==> src/sfs_pkg.sv <==
// Shared constants and types for the frame status queue block
package sfs_pkg;

  // Queue geometry
  localparam int DEPTH   = 10;
  localparam int CNT_W   = 14;
  localparam int ENTRY_W = 19;
  localparam int PTR_W   = 4;
  localparam int LVL_W   = 4;

  // Register indices, reached through the pointer
  localparam logic [3:0] RI_BASE   = 4'h0;
  localparam logic [3:0] RI_RXSTAT = 4'h1;
  localparam logic [3:0] RI_VEC    = 4'h2;
  localparam logic [3:0] RI_PEND   = 4'h3;
  localparam logic [3:0] RI_MIR4   = 4'h4;
  localparam logic [3:0] RI_MIR5   = 4'h5;
  localparam logic [3:0] RI_CLOW   = 4'h6;
  localparam logic [3:0] RI_CHIGH  = 4'h7;
  localparam logic [3:0] RI_EXT    = 4'hF;
  localparam logic [3:0] WI_CMD    = 4'h0;
  localparam logic [3:0] WI_RXINT  = 4'h1;
  localparam logic [3:0] WI_EXT    = 4'hF;
  localparam logic [3:0] PTR_HIGH  = 4'h8;

  // Field positions
  localparam int EXT_EN_BIT   = 2;
  localparam int CH_OVF_BIT   = 7;
  localparam int CH_AVAIL_BIT = 6;
  localparam int RXINT_LO     = 3;

  // Reset values
  localparam logic [7:0] EXT_RST   = 8'h00;
  localparam logic [7:0] RXINT_RST = 8'h00;
  localparam logic [1:0] RXINT_SPECIAL_ONLY = 2'h3;

  // Command field of the command/pointer register
  typedef enum logic [2:0] {
    CMD_NULL       = 3'b000,
    CMD_POINT_HIGH = 3'b001,
    CMD_ERR_RESET  = 3'b110,
    CMD_CLR_TOP    = 3'b111
  } sfs_cmd_t;

  // One queue entry: byte count and stored status
  typedef struct packed {
    logic [CNT_W-1:0] count;
    logic [2:0]       residue;
    logic             overrun;
    logic             crc_err;
  } sfs_entry_t;

  // Live receive status in status register bit order
  typedef struct packed {
    logic       eof;
    logic       crc_err;
    logic       overrun;
    logic       parity;
    logic [2:0] residue;
    logic       all_sent;
  } sfs_live_t;

  // Receiver frame events
  typedef struct packed {
    logic byte_stb;
    logic eof_stb;
    logic abort_stb;
  } sfs_rx_ev_t;

  // Character leaving the data FIFO toward the host
  typedef struct packed {
    logic read_stb;
    logic eof;
    logic overrun;
    logic parity;
  } sfs_char_t;

endpackage

==> src/sfs_status_queue.sv <==
// Ten-entry frame status queue storage with pointers
`timescale 1ns/100ps
module sfs_status_queue (
  // Clock and reset
  input  wire logic               clock,
  input  wire logic               rstn,
  // Control
  input  wire logic               clear,
  input  wire logic               push,
  input  wire sfs_pkg::sfs_entry_t push_data,
  input  wire logic               pop,
  // Status
  output sfs_pkg::sfs_entry_t     head,
  output logic                    empty,
  output logic                    full
);
  import sfs_pkg::*;

  sfs_entry_t           mem_reg [DEPTH];
  logic [PTR_W-1:0]     wr_ptr_reg;
  logic [PTR_W-1:0]     rd_ptr_reg;
  logic [LVL_W-1:0]     level_reg;
  logic                 do_push;
  logic                 do_pop;

  // Wrap a pointer at the queue depth
  function automatic logic [PTR_W-1:0] ptr_inc(logic [PTR_W-1:0] p);
    return (p == PTR_W'(DEPTH - 1)) ? '0 : p + 1'b1;
  endfunction

  // Pop never underflows; push when full is dropped unless a pop in the same cycle frees a slot
  assign empty   = (level_reg == '0);
  assign full    = (level_reg == LVL_W'(DEPTH));
  assign do_pop  = pop && !empty;
  assign do_push = push && (!full || do_pop);
  assign head    = mem_reg[rd_ptr_reg];

  // Entry storage
  always_ff @(posedge clock or negedge rstn) begin
    if (!rstn) begin
      for (int i = 0; i < DEPTH; i++) begin
        mem_reg[i] <= '0;
      end
    end else if (do_push && !clear) begin
      mem_reg[wr_ptr_reg] <= push_data;
    end
  end

  // Pointers and fill level
  always_ff @(posedge clock or negedge rstn) begin
    if (!rstn) begin
      wr_ptr_reg <= '0;
      rd_ptr_reg <= '0;
      level_reg  <= '0;
    end else if (clear) begin
      wr_ptr_reg <= '0;
      rd_ptr_reg <= '0;
      level_reg  <= '0;
    end else begin
      if (do_push) begin
        wr_ptr_reg <= ptr_inc(wr_ptr_reg);
      end
      if (do_pop) begin
        rd_ptr_reg <= ptr_inc(rd_ptr_reg);
      end
      level_reg <= level_reg + LVL_W'(do_push) - LVL_W'(do_pop);
    end
  end

endmodule

==> src/sfs_frame_status.sv <==
// Receive frame status queue with indirect register access
//
// How it works
// Ten 19-bit entries plus 14-bit byte counter
// Closing flag pushes count and five status
// Receive CRC checker resets after each frame
// Eleventh unread frame end is queue overrun
// Abort also pushes entry and clears counter
// Queue active only when enabled and SDLC
// Pointers clear when disabled; reset disables queue
// Disabled queue mirrors registers zero-three at four-seven
// Readback bit two shows queue enable
// Oldest entry replaces live status when queued
// Status register read removes one entry
// Empty queue switches mux to live status
// High count bit six flags queue not empty
// Entry keeps residue, overrun, CRC only
// Host reads high count, low, then status
// Repeated status reads pop at most once
// High count read latches flag, steers mux
// Push when full sets high count bit seven
// Overflow clears only by enable off-on
// Anti-lock: end-of-frame raises data interrupt
// Host issues clear-top-in-service after service
// Errored character locks FIFO until error reset
`timescale 1ns/100ps
module sfs_frame_status (
  // Clock and reset
  input  wire logic               clock,
  input  wire logic               rstn,
  // Register port
  input  wire logic               reg_rd,
  input  wire logic               reg_wr,
  input  wire logic               reg_ctrl,
  input  wire logic [7:0]         reg_wdata,
  output logic      [7:0]         reg_rdata,
  // Channel mode and live status
  input  wire logic               sdlc_mode,
  input  wire logic [7:0]         live_base,
  input  wire sfs_pkg::sfs_live_t live_stat,
  input  wire logic [7:0]         live_vector,
  input  wire logic [7:0]         live_pending,
  // Receiver events
  input  wire sfs_pkg::sfs_rx_ev_t rx_ev,
  output logic                    crc_reset,
  // Data FIFO side
  input  wire sfs_pkg::sfs_char_t rx_char,
  input  wire logic               top_eof,
  output logic                    rx_fifo_lock,
  // Interrupt side
  input  wire logic               irq_ack,
  output logic                    rx_data_irq,
  output logic                    special_irq,
  output logic                    in_service_latch,
  output logic                    clear_top_in_service_cmd,
  output logic                    queue_active
);
  import sfs_pkg::*;

  logic [3:0]       ptr_reg;
  logic [7:0]       ext_feature_ctrl_reg;
  logic [7:0]       rx_interrupt_ctrl;
  logic [CNT_W-1:0] count_reg;
  logic [CNT_W-1:0] count_next;
  logic             ovf_reg;
  logic             sel_queue_reg;
  logic             lock_reg;
  logic             special_reg;
  logic             data_irq_reg;
  logic             ius_reg;
  logic             clr_top_reg;
  logic             crc_reset_reg;
  logic [7:0]       rdata_reg;
  logic             ctrl_acc;
  logic [3:0]       acc_idx;
  logic             rd_now;
  logic             wr_now;
  logic             frame_end;
  logic             enable_bit;
  logic             special_only;
  logic             anti_lock;
  logic             q_push;
  logic             q_pop;
  logic             q_clear;
  logic             q_empty;
  logic             q_full;
  sfs_entry_t       q_head;
  sfs_entry_t       push_entry;
  sfs_cmd_t         cmd;
  logic             err_reset;
  logic             clr_top;
  logic             char_err;
  logic             char_lock;
  logic             cmd_wr;
  logic             rd_chigh;
  logic             rd_stat;

  // Access decode: a control access goes to the pointed register
  assign ctrl_acc = reg_ctrl && (reg_rd || reg_wr);
  assign acc_idx  = ptr_reg;
  assign rd_now   = reg_rd && reg_ctrl;
  assign wr_now   = reg_wr && reg_ctrl;
  assign cmd      = sfs_cmd_t'(reg_wdata[5:3]);

  // One register index reached by a strobe in this cycle
  function automatic logic reg_hit(logic stb, logic [3:0] idx,
                                   logic [3:0] want);
    return stb && (idx == want);
  endfunction

  // Commands only when the command register itself is written
  assign cmd_wr    = reg_hit(wr_now, acc_idx, WI_CMD);
  assign rd_chigh  = reg_hit(rd_now, acc_idx, RI_CHIGH);
  assign rd_stat   = reg_hit(rd_now, acc_idx, RI_RXSTAT);
  assign err_reset = cmd_wr && (cmd == CMD_ERR_RESET);
  assign clr_top   = cmd_wr && (cmd == CMD_CLR_TOP);

  // Mode decode
  assign enable_bit   = ext_feature_ctrl_reg[EXT_EN_BIT];
  assign queue_active = enable_bit && sdlc_mode;
  assign special_only =
    (rx_interrupt_ctrl[RXINT_LO+1:RXINT_LO] == RXINT_SPECIAL_ONLY);
  assign anti_lock    = queue_active && special_only;

  // Frame end is a closing flag or an abort
  assign frame_end = rx_ev.eof_stb || rx_ev.abort_stb;

  // Pointer: set by a command register write, cleared after use
  always_ff @(posedge clock or negedge rstn) begin
    if (!rstn) begin
      ptr_reg <= WI_CMD;
    end else if (ctrl_acc) begin
      if (ptr_reg != WI_CMD) begin
        ptr_reg <= WI_CMD;
      end else if (reg_wr) begin
        ptr_reg <= {(cmd == CMD_POINT_HIGH), reg_wdata[2:0]};
      end
    end
  end

  // Write registers that steer this block
  always_ff @(posedge clock or negedge rstn) begin
    if (!rstn) begin
      ext_feature_ctrl_reg <= EXT_RST;
      rx_interrupt_ctrl    <= RXINT_RST;
    end else if (wr_now) begin
      if (acc_idx == WI_EXT) begin
        ext_feature_ctrl_reg <= reg_wdata;
      end
      if (acc_idx == WI_RXINT) begin
        rx_interrupt_ctrl <= reg_wdata;
      end
    end
  end

  // Byte count for the frame in progress, including a same-cycle byte
  assign count_next = count_reg + CNT_W'(rx_ev.byte_stb);

  // Counter clears at every frame end
  always_ff @(posedge clock or negedge rstn) begin
    if (!rstn) begin
      count_reg <= '0;
    end else if (frame_end) begin
      count_reg <= '0;
    end else begin
      count_reg <= count_next;
    end
  end

  // Queue entry holds count and the five queued status bits
  always_comb begin
    push_entry.count   = count_next;
    push_entry.residue = live_stat.residue;
    push_entry.overrun = live_stat.overrun;
    push_entry.crc_err = live_stat.crc_err;
  end

  // Queue control
  assign q_push  = queue_active && frame_end;
  assign q_clear = !queue_active;
  assign q_pop   = rd_stat && sel_queue_reg && queue_active;

  sfs_status_queue u_queue (
    .clock     (clock),
    .rstn      (rstn),
    .clear     (q_clear),
    .push      (q_push),
    .push_data (push_entry),
    .pop       (q_pop),
    .head      (q_head),
    .empty     (q_empty),
    .full      (q_full)
  );

  // CRC checker restart pulse after every frame end
  always_ff @(posedge clock or negedge rstn) begin
    if (!rstn) begin
      crc_reset_reg <= 1'b0;
    end else begin
      crc_reset_reg <= frame_end;
    end
  end

  // Overflow: a push that finds the queue full and nothing leaving
  // A pop in the same cycle makes room, so that push is not lost
  always_ff @(posedge clock or negedge rstn) begin
    if (!rstn) begin
      ovf_reg <= 1'b0;
    end else if (!enable_bit) begin
      ovf_reg <= 1'b0;
    end else if (q_push && q_full && !q_pop) begin
      ovf_reg <= 1'b1;
    end
  end

  // Source select latched by the high count read, spent by status read
  // Without this latch a second status read would pop another entry
  always_ff @(posedge clock or negedge rstn) begin
    if (!rstn) begin
      sel_queue_reg <= 1'b0;
    end else if (!queue_active) begin
      sel_queue_reg <= 1'b0;
    end else if (rd_chigh) begin
      sel_queue_reg <= !q_empty;
    end else if (rd_stat) begin
      sel_queue_reg <= 1'b0;
    end
  end

  // Status register view: queued bits or live bits
  function automatic logic [7:0] stat_view(logic use_q,
                                           sfs_entry_t e,
                                           sfs_live_t l);
    sfs_live_t v;
    v = l;
    if (use_q) begin
      v.residue = e.residue;
      v.overrun = e.overrun;
      v.crc_err = e.crc_err;
    end
    return v;
  endfunction

  // Read multiplexer
  function automatic logic [7:0] read_mux(logic [3:0] idx,
                                          logic act,
                                          logic use_q,
                                          sfs_entry_t e,
                                          logic ne,
                                          logic ovf);
    logic [7:0] v;
    v = 8'h00;
    case (idx)
      RI_BASE, RI_MIR4: v = live_base;
      RI_RXSTAT, RI_MIR5: v = stat_view(use_q && act, e, live_stat);
      RI_VEC: v = live_vector;
      RI_PEND: v = live_pending;
      RI_CLOW: begin
        if (act) begin
          v = e.count[7:0];
        end else begin
          v = live_vector;
        end
      end
      RI_CHIGH: begin
        if (act) begin
          v = {ovf, ne, e.count[CNT_W-1:8]};
        end else begin
          v = live_pending;
        end
      end
      RI_EXT: begin
        v = ext_feature_ctrl_reg;
        v[EXT_EN_BIT] = enable_bit;
      end
      default: v = 8'h00;
    endcase
    return v;
  endfunction

  // Read data register, loaded on each control read
  always_ff @(posedge clock or negedge rstn) begin
    if (!rstn) begin
      rdata_reg <= 8'h00;
    end else if (rd_now) begin
      rdata_reg <= read_mux(acc_idx, queue_active, sel_queue_reg,
                            q_head, !q_empty, ovf_reg);
    end
  end

  // Character leaving the data FIFO: what locks it
  assign char_err  = rx_char.read_stb
                     && (rx_char.overrun || rx_char.parity);
  assign char_lock = char_err
                     || (rx_char.read_stb && rx_char.eof
                         && special_only && !anti_lock);

  // Data FIFO lock and special interrupt; a new lock beats the reset
  // An error landing with the reset command must not be lost
  always_ff @(posedge clock or negedge rstn) begin
    if (!rstn) begin
      lock_reg    <= 1'b0;
      special_reg <= 1'b0;
    end else if (char_lock) begin
      lock_reg    <= 1'b1;
      special_reg <= 1'b1;
    end else if (err_reset) begin
      lock_reg    <= 1'b0;
      special_reg <= 1'b0;
    end
  end

  // In anti-lock mode, end-of-frame at FIFO top gives the receive-data interrupt
  // Held off while the host still services an earlier interrupt
  always_ff @(posedge clock or negedge rstn) begin
    if (!rstn) begin
      data_irq_reg <= 1'b0;
    end else begin
      data_irq_reg <= anti_lock && top_eof && !ius_reg;
    end
  end

  // In-service latch, cleared by the clear-top command
  always_ff @(posedge clock or negedge rstn) begin
    if (!rstn) begin
      ius_reg     <= 1'b0;
      clr_top_reg <= 1'b0;
    end else begin
      clr_top_reg <= clr_top;
      if (irq_ack) begin
        ius_reg <= 1'b1;
      end else if (clr_top) begin
        ius_reg <= 1'b0;
      end
    end
  end

  // Outputs
  assign reg_rdata                = rdata_reg;
  assign crc_reset                = crc_reset_reg;
  assign rx_fifo_lock             = lock_reg;
  assign rx_data_irq              = data_irq_reg;
  assign special_irq              = special_reg;
  assign in_service_latch         = ius_reg;
  assign clear_top_in_service_cmd = clr_top_reg;

endmodule

==> config.mk <==
export PLATFORM = sky130hd
export DESIGN_NAME = sfs_frame_status
export DESIGN_NICKNAME = d
export VERILOG_FILES = /design/src/sfs_pkg.sv /design/src/sfs_status_queue.sv /design/src/sfs_frame_status.sv
export SDC_FILE = /design/constraint.sdc
export NUM_CORES = 1
export LEC_CHECK = 0
export ABC_AREA = 0
export BUFFER_PORTS_ARGS = -buffer_cell sky130_fd_sc_hd__buf_2
export CAP_MARGIN = 20
export CORE_AREA = 3 3 152 154
export CTS_CLUSTER_DIAMETER = 60
export DETAILED_ROUTE_END_ITERATION = 10
export DIE_AREA = 0 0 155 157
export GPL_TIMING_DRIVEN = 0
export MAX_ROUTING_LAYER = met4
export PLACE_DENSITY_LB_ADDON = 0.3
export SYNTH_ARGS = -nofsm -noshare
export SYNTH_HDL_FRONTEND = slang
export SYNTH_HIERARCHICAL = 1
export SYNTH_SLANG_ARGS = --single-unit
==> constraint.sdc <==
create_clock -name clock -period 3.15 [get_ports clock]
set_input_delay 0.315 -clock clock [delete_from_list [all_inputs] [get_ports clock]]
set_output_delay 0.315 -clock clock [all_outputs]
set_load 0.005 [all_outputs]
# After elaboration in Yosys (flattened, before gate mapping)
# Cells that the tools add are included.
[word_totals]
wordCells = 161
in_bits = 55
reg_bits = 248
[classes]
n_eq_ne = 19
n_reduce_logical = 47
addsub = 5
magnitude_cmp = 3
bitwise_logic = 2
muxes = 30
[ops]
columns = ["operator", "n"]
rows = [
  ["bitwise mux 190 bit", 1],
  ["binary-select mux 19 bit (select 4 bit)", 1],
  ["demux 19 bit (select 4 bit)", 1],
  ["two-way mux 19 bit", 3],
  ["case mux 8 bit (7 select lines)", 1],
  ["two-way mux 4 bit", 9],
  ["logical AND 1 bit", 26],
  ["== test 4 x 3 -> 1 bit, second input constant", 4],
  ["== test 4 bit, second input constant", 4],
  ["two-way mux 8 bit", 2],
  ["adder 14 x 1 -> 14 bit", 1],
  ["two-way mux 14 bit", 1],
  [">= comparator 5 bit, second input constant", 2],
  ["inverter 4 -> 5 bit", 2],
  ["two-way mux 1 bit", 9],
  ["adder 4 x 1 -> 4 bit, second input constant", 2],
  ["== test 4 x 2 -> 1 bit, second input constant", 2],
  ["zero test 4 bit", 2],
  ["== test 3 bit, second input constant", 2],
  ["inequality test 2 x 1 -> 1 bit, second input constant", 3],
  ["AND reduction 2 bit", 3],
  ["nonzero test 2 bit", 3],
  ["zero test 1 bit", 5],
  ["logical OR 1 bit", 5],
  ["11 further kinds", 12],
]

# Depth between registers and ports, before layout
[depth]
depth_word = 10
mapped_depth = 15
ltp_nobuf = 12

# Hierarchy
# The synthesis kept the hierarchy.
[modules_own_cells]
columns = ["module", "seq_area_each_um2", "n_inst", "area_per_inst_um2", "cells_each"]
rows = [
  ["sfs_status_queue", 5054.8, 1, 9526.6, 665],
  ["sfs_frame_status", 1076.0, 1, 2499.9, 268],
]

# Least setup slack after synthesis
# OpenSTA, ideal clock, no wires.
[synth_timing]
path_type = "register -> register"
start = "register ptr_reg[0] (netlist: acc_idx[0])"
end = "register u_queue.level_reg[2]"
setup_ps = 132
synth_period_minus_slack_ps = 3049
arrival_ps = 2917
stages_incl_launch_ff = 15
required_time_ps = 3018
setup_slack_ps = 101
path_cell_list = "dfrtp_1 > buf_4 > or3b_1 > buf_6 > nor4_4 > nand4bb_4 > and2_1 > buf_6 > inv_1 > ha_1 > inv_1 > ha_1 > fa_1 > xnor2_1 > nor2_1"
[synth_between]
elab_chain_len = 10
[synth_rtl]
columns = ["element", "line", "text"]
rows = [
  ["start, declared", "sfs_frame_status.sv:60", "logic [3:0] ptr_reg;"],
  ["start signal, assigned", "sfs_frame_status.sv:136", "ptr_reg <= {(cmd == CMD_POINT_HIGH), reg_wdata[2:0]};"],
  ["== test 4 x 1 -> 1 bit (*)", "sfs_frame_status.sv:108", "return stb && (idx == want);"],
  ["logical AND 1 bit (*)", "sfs_frame_status.sv:108", ""],
  ["logical AND 1 bit (*) (2 in series)", "sfs_frame_status.sv:181", "assign q_pop = rd_stat && sel_queue_reg && queue_active;"],
  ["net q_pop", "sfs_frame_status.sv:83", "logic q_pop;"],
  ["logical AND 1 bit (*)", "sfs_status_queue.sv:34", "assign do_pop = pop && !empty;"],
  ["logical OR 1 bit", "sfs_status_queue.sv:35", "assign do_push = push && (!full || do_pop);"],
  ["logical AND 1 bit", "sfs_status_queue.sv:35", ""],
  ["adder 4 x 1 -> 4 bit", "sfs_status_queue.sv:66", "level_reg <= level_reg + LVL_W'(do_push) - LVL_W'(do_pop);"],
  ["subtractor 4 x 1 -> 4 bit (*)", "sfs_status_queue.sv:66", ""],
  ["two-way mux 4 bit (*)", "sfs_status_queue.sv:55", "end else if (clear) begin"],
  ["end signal, assigned", "sfs_status_queue.sv:66", ""],
  ["end, declared", "sfs_status_queue.sv:22", "logic [LVL_W-1:0] level_reg;"],
]
# The timed path passes the listed nets; every way through them passes the cells marked *.
# A chain may end at the register's enable or synchronous reset.

# Worst setup path in the final report
[layout_timing]
start = "register ptr_reg[0] (netlist: acc_idx[0])"
end = "register u_queue.level_reg[1]"
# The elaborated chain is that of the path after synthesis.

==> summary.md <==
| Metric | Value |
|---|---|
| Vias | 8163 |
| Setup TNS | 0 ns |
| Final wirelength | 28700 um |
| Post-route ant nets | 0 |
| Commonest non-fill, non-tap cells in the layout | dfrtp_1, mux2_2, buf_2 |
| Max Buffers Root-to-Sink | 3 |
| Pins Over Slew Limit | 0 |
| Status | finished, final reports clean |
| Reg2reg path depth | 13 |
| Synth warn | 6 |
| HPWL Detailed | 19600 um |
| Met3 wire length | 1790 um |
| RR Endpoint | u_queue/level_reg[1] |
| First-pass GRT wire length | 46000 um |
| Total Nets Final | 1112 |
| Clock Skew | 0.0204 ns |
| Vias per inst | 6.06 |
| CP arrival | 3.49 ns |
| Clk sinks | 245 |
| Fmax | 331 MHz |
| Met1 wire length | 12900 um |
| Crit Path Max Fanout | 9 |
| Main synth FF type | dfrtp_1 |
| Crit path capture | u_queue/level_reg[1] |
| RSZ-0062 raised after global routing | no |
| Initial drt markers | 612 |
| Total core area | 21800 sq um |
| # port buffers | 69 |
| Number of global-route vias before repair | 8296 |
| Power per cell area | 503 nW/um^2 |
| Flop2flop setup slack | 0.13 ns |
| Lkg Pwr | 0.00661 uW |
| Post-Layout Cell Count | 1348 |
| Die Footprint | 24300 sq um |
| Met2 WL | 13600 um |
| Worst slack, placed | -0.172 ns |
| CTS Buf Count | 28 |
| Async SR Flop Fraction | 100% |
| Slew Limit Headroom | 52.1% |
| Setup crit end kind | flop |
| ANT cells | 0 |
| Crit-path slowest cell | fa_2 |
| Final setup viols | 0 |
| Synthesized area | 12000 sq um |
| Synth Instances | 933 |
| CP startpoint | acc_idx[0] |
| Synthesized Nets | 999 |
| CP Cell Sequence | buf_6, or3b_1, buf_6, nor4_4, nand4bb_4, and2_1, buf_6, inv_1, ha_1, inv_1, ha_1, fa_2, nor2b_1 |
| Pre-Repair DR Iteration Count | 6 |
| GRT Residual Overflow | 0 |
| Post-synth EDFFs | 0 |
| Final worst slack | 0.129 ns |
| CTS tree | done |
| Max stage delay on crit path | 0.54 ns |
| Clock Latency Late Sink | 0.54 ns |
| Most used cell, CP | buf_6 |
| GP Congestion | 0.935 |
| Die Width | 155 um |
| All-Layer GR Usage | 24.5% |
| Io pins | 70 |
| Max reg flops | 190 |
| Row count | 54 |
| WHS Path Cells | 2 |
| Worst setup path category | reg -> reg |
| Hold Path Class | in -> reg |
| Clk slew on worst S/H paths | 0.06 ns |
| Crit start category | flop |
| Sequential share of the synthesized area | 51.0% |
| Starting density of the core | 55.1% |
| Fin crit share | 95.9% |
| Avg WL per Cell | 21.3 um |
| Worst-Margin Slew | 0.715 ns |
| Commonest non-fill, non-tap cell in the layout | dfrtp_1 |
| CP Data Required Time | 3.62 ns |
| Max IR drop VDD | 0.000307 V |
| Initial antenna violation count | 0 |
| Clock root cell | clkbuf_16 |
| Die height | 157 um |
| Yosys reg bits | 245 |
| Max Cap Viol | 0 |
| Residual DRC count | 0 |
| Launch point of the worst reg-to-reg path | acc_idx[0] |
| Post-synthesis cell type count | 68 |
| Placed cell count | 1284 |
| Syn-to-layout area delta | 15.5% |
| Largest net degree at the start of global routing | 91 |
| Final hold violation count | 0 |
| Layout cells sized above 1 | 41.0% |
| Top Metal Used | met4 |
| Final min period | 3.02 ns |
| Total power | 6990 uW |
| Fillcell total | 1641 |
| Syn avg cell area | 12.9 sq um |
| Htree depth | 1 |
## per-layer routing
| metal | vias to the layer above | track usage [%] |
|---|---|---|
| met2 | 258 | 38.7 |
| met4 | 0 | 4.58 |
| met5 | - | - |
| met3 | 29 | 3.22 |
| li1 | 3661 | - |
| met1 | 4215 | 34.7 |
## timing repair
item / in CTS / in global routing
gates cloned: 0 / 0
pin swaps: 2 / 3
gates resized for setup: 5 / 8
hold buffers: 4 / 0
buffers inserted: 4 / 4
endpoints found under the hold margin: 71 / 0
setup endpoints to repair: 26 / 17
## layout make-up
cell class | instances | area (sq um) | share of cell area, %
repair buffers | 83 | 523 | 3.76
well taps | 280 | 350 | 2.52
clock buffers | 41 | 841 | 6.05
flip-flops and latches | 245 | 6130 | 44.1
clock inverters | 11 | 118 | 0.846
inverters | 17 | 63.8 | 0.459
multi-input cells | 601 | 5500 | 39.5
plain buffers | 70 | 373 | 2.68
## stage by stage
| step | cell area [sq um] | hold WS, ns | util (%) |
|---|---|---|---|
| 2_1_floorplan | 12000 | 0.0194 | - |
| 3_3_place_gp | 12700 | 0.436 | 58.3 |
| 3_5_place_dp | 12800 | 0.292 | 58.6 |
| 4_1_cts | 13800 | 0.00157 | 63.4 |
| 5_1_grt | 13900 | 0.0000130 | 63.7 |
| 6_report | 13900 | 0.0117 | 63.7 |
## worst max-delay path, delay by kind of cell (launching register included)
family                     cells  cell delay [ns]
DFF                            1             0.35
and+or+nand+nor                5             1.04
adders and majority gates      3             1.02
buffers and inverters          5             0.54
## synth_stat cells (all sizes together), types with 4 or more instances
master | number | area share (%)
o32ai | 20 | 1.5
xnor2 | 11 | 0.80
nor4 | 5 | 0.63
nand3 | 24 | 1.3
inv | 16 | 0.50
a32oi | 6 | 0.44
dfrtp | 245 | 51
nor2 | 47 | 1.5
clkbuf | 13 | 0.42
o22ai | 21 | 1.1
xor2 | 5 | 0.36
o21ai | 20 | 0.83
buf | 57 | 2.6
mux2 | 238 | 22
a22o | 5 | 0.36
mux2i | 26 | 2.2
nand2b | 4 | 0.21
ha | 10 | 1.0
a21oi | 19 | 0.79
nor2b | 4 | 0.21
nand2 | 40 | 1.3
a31oi | 4 | 0.21
nor3 | 11 | 0.69
and2 | 19 | 1.0
mux4 | 19 | 3.6
## logic make-up after synthesis
kind of cell / share of synthesized area, %
AOI/OAI and AO/OA: 6.64
adders and majority gates: 1.21
muxes: 28.0
xor gates and xnor gates: 1.17
DFF: 51.0
and+or+nand+nor: 8.46
buffers and inverters: 3.55
## how the worst min path moves through the flow
stage / to / startpoint
floorplan: acc_idx[0] / rstn
global placement: rx_data_irq / in_service_latch
detailed placement: crc_reset / rstn
CTS: special_irq / rx_char[3]
global route: ext_feature_ctrl_reg[7] / reg_wdata[7]
finish: ext_feature_ctrl_reg[7] / reg_wdata[7]
## power by group
part	internal (uW)	total [uW]	switching (uW)
registers	3200	3240	31.1
clock network	2010	3290	1280
logic	176	457	281
total	5390	6990	1590
No activity file was read; power rests on OpenSTA's default activity.
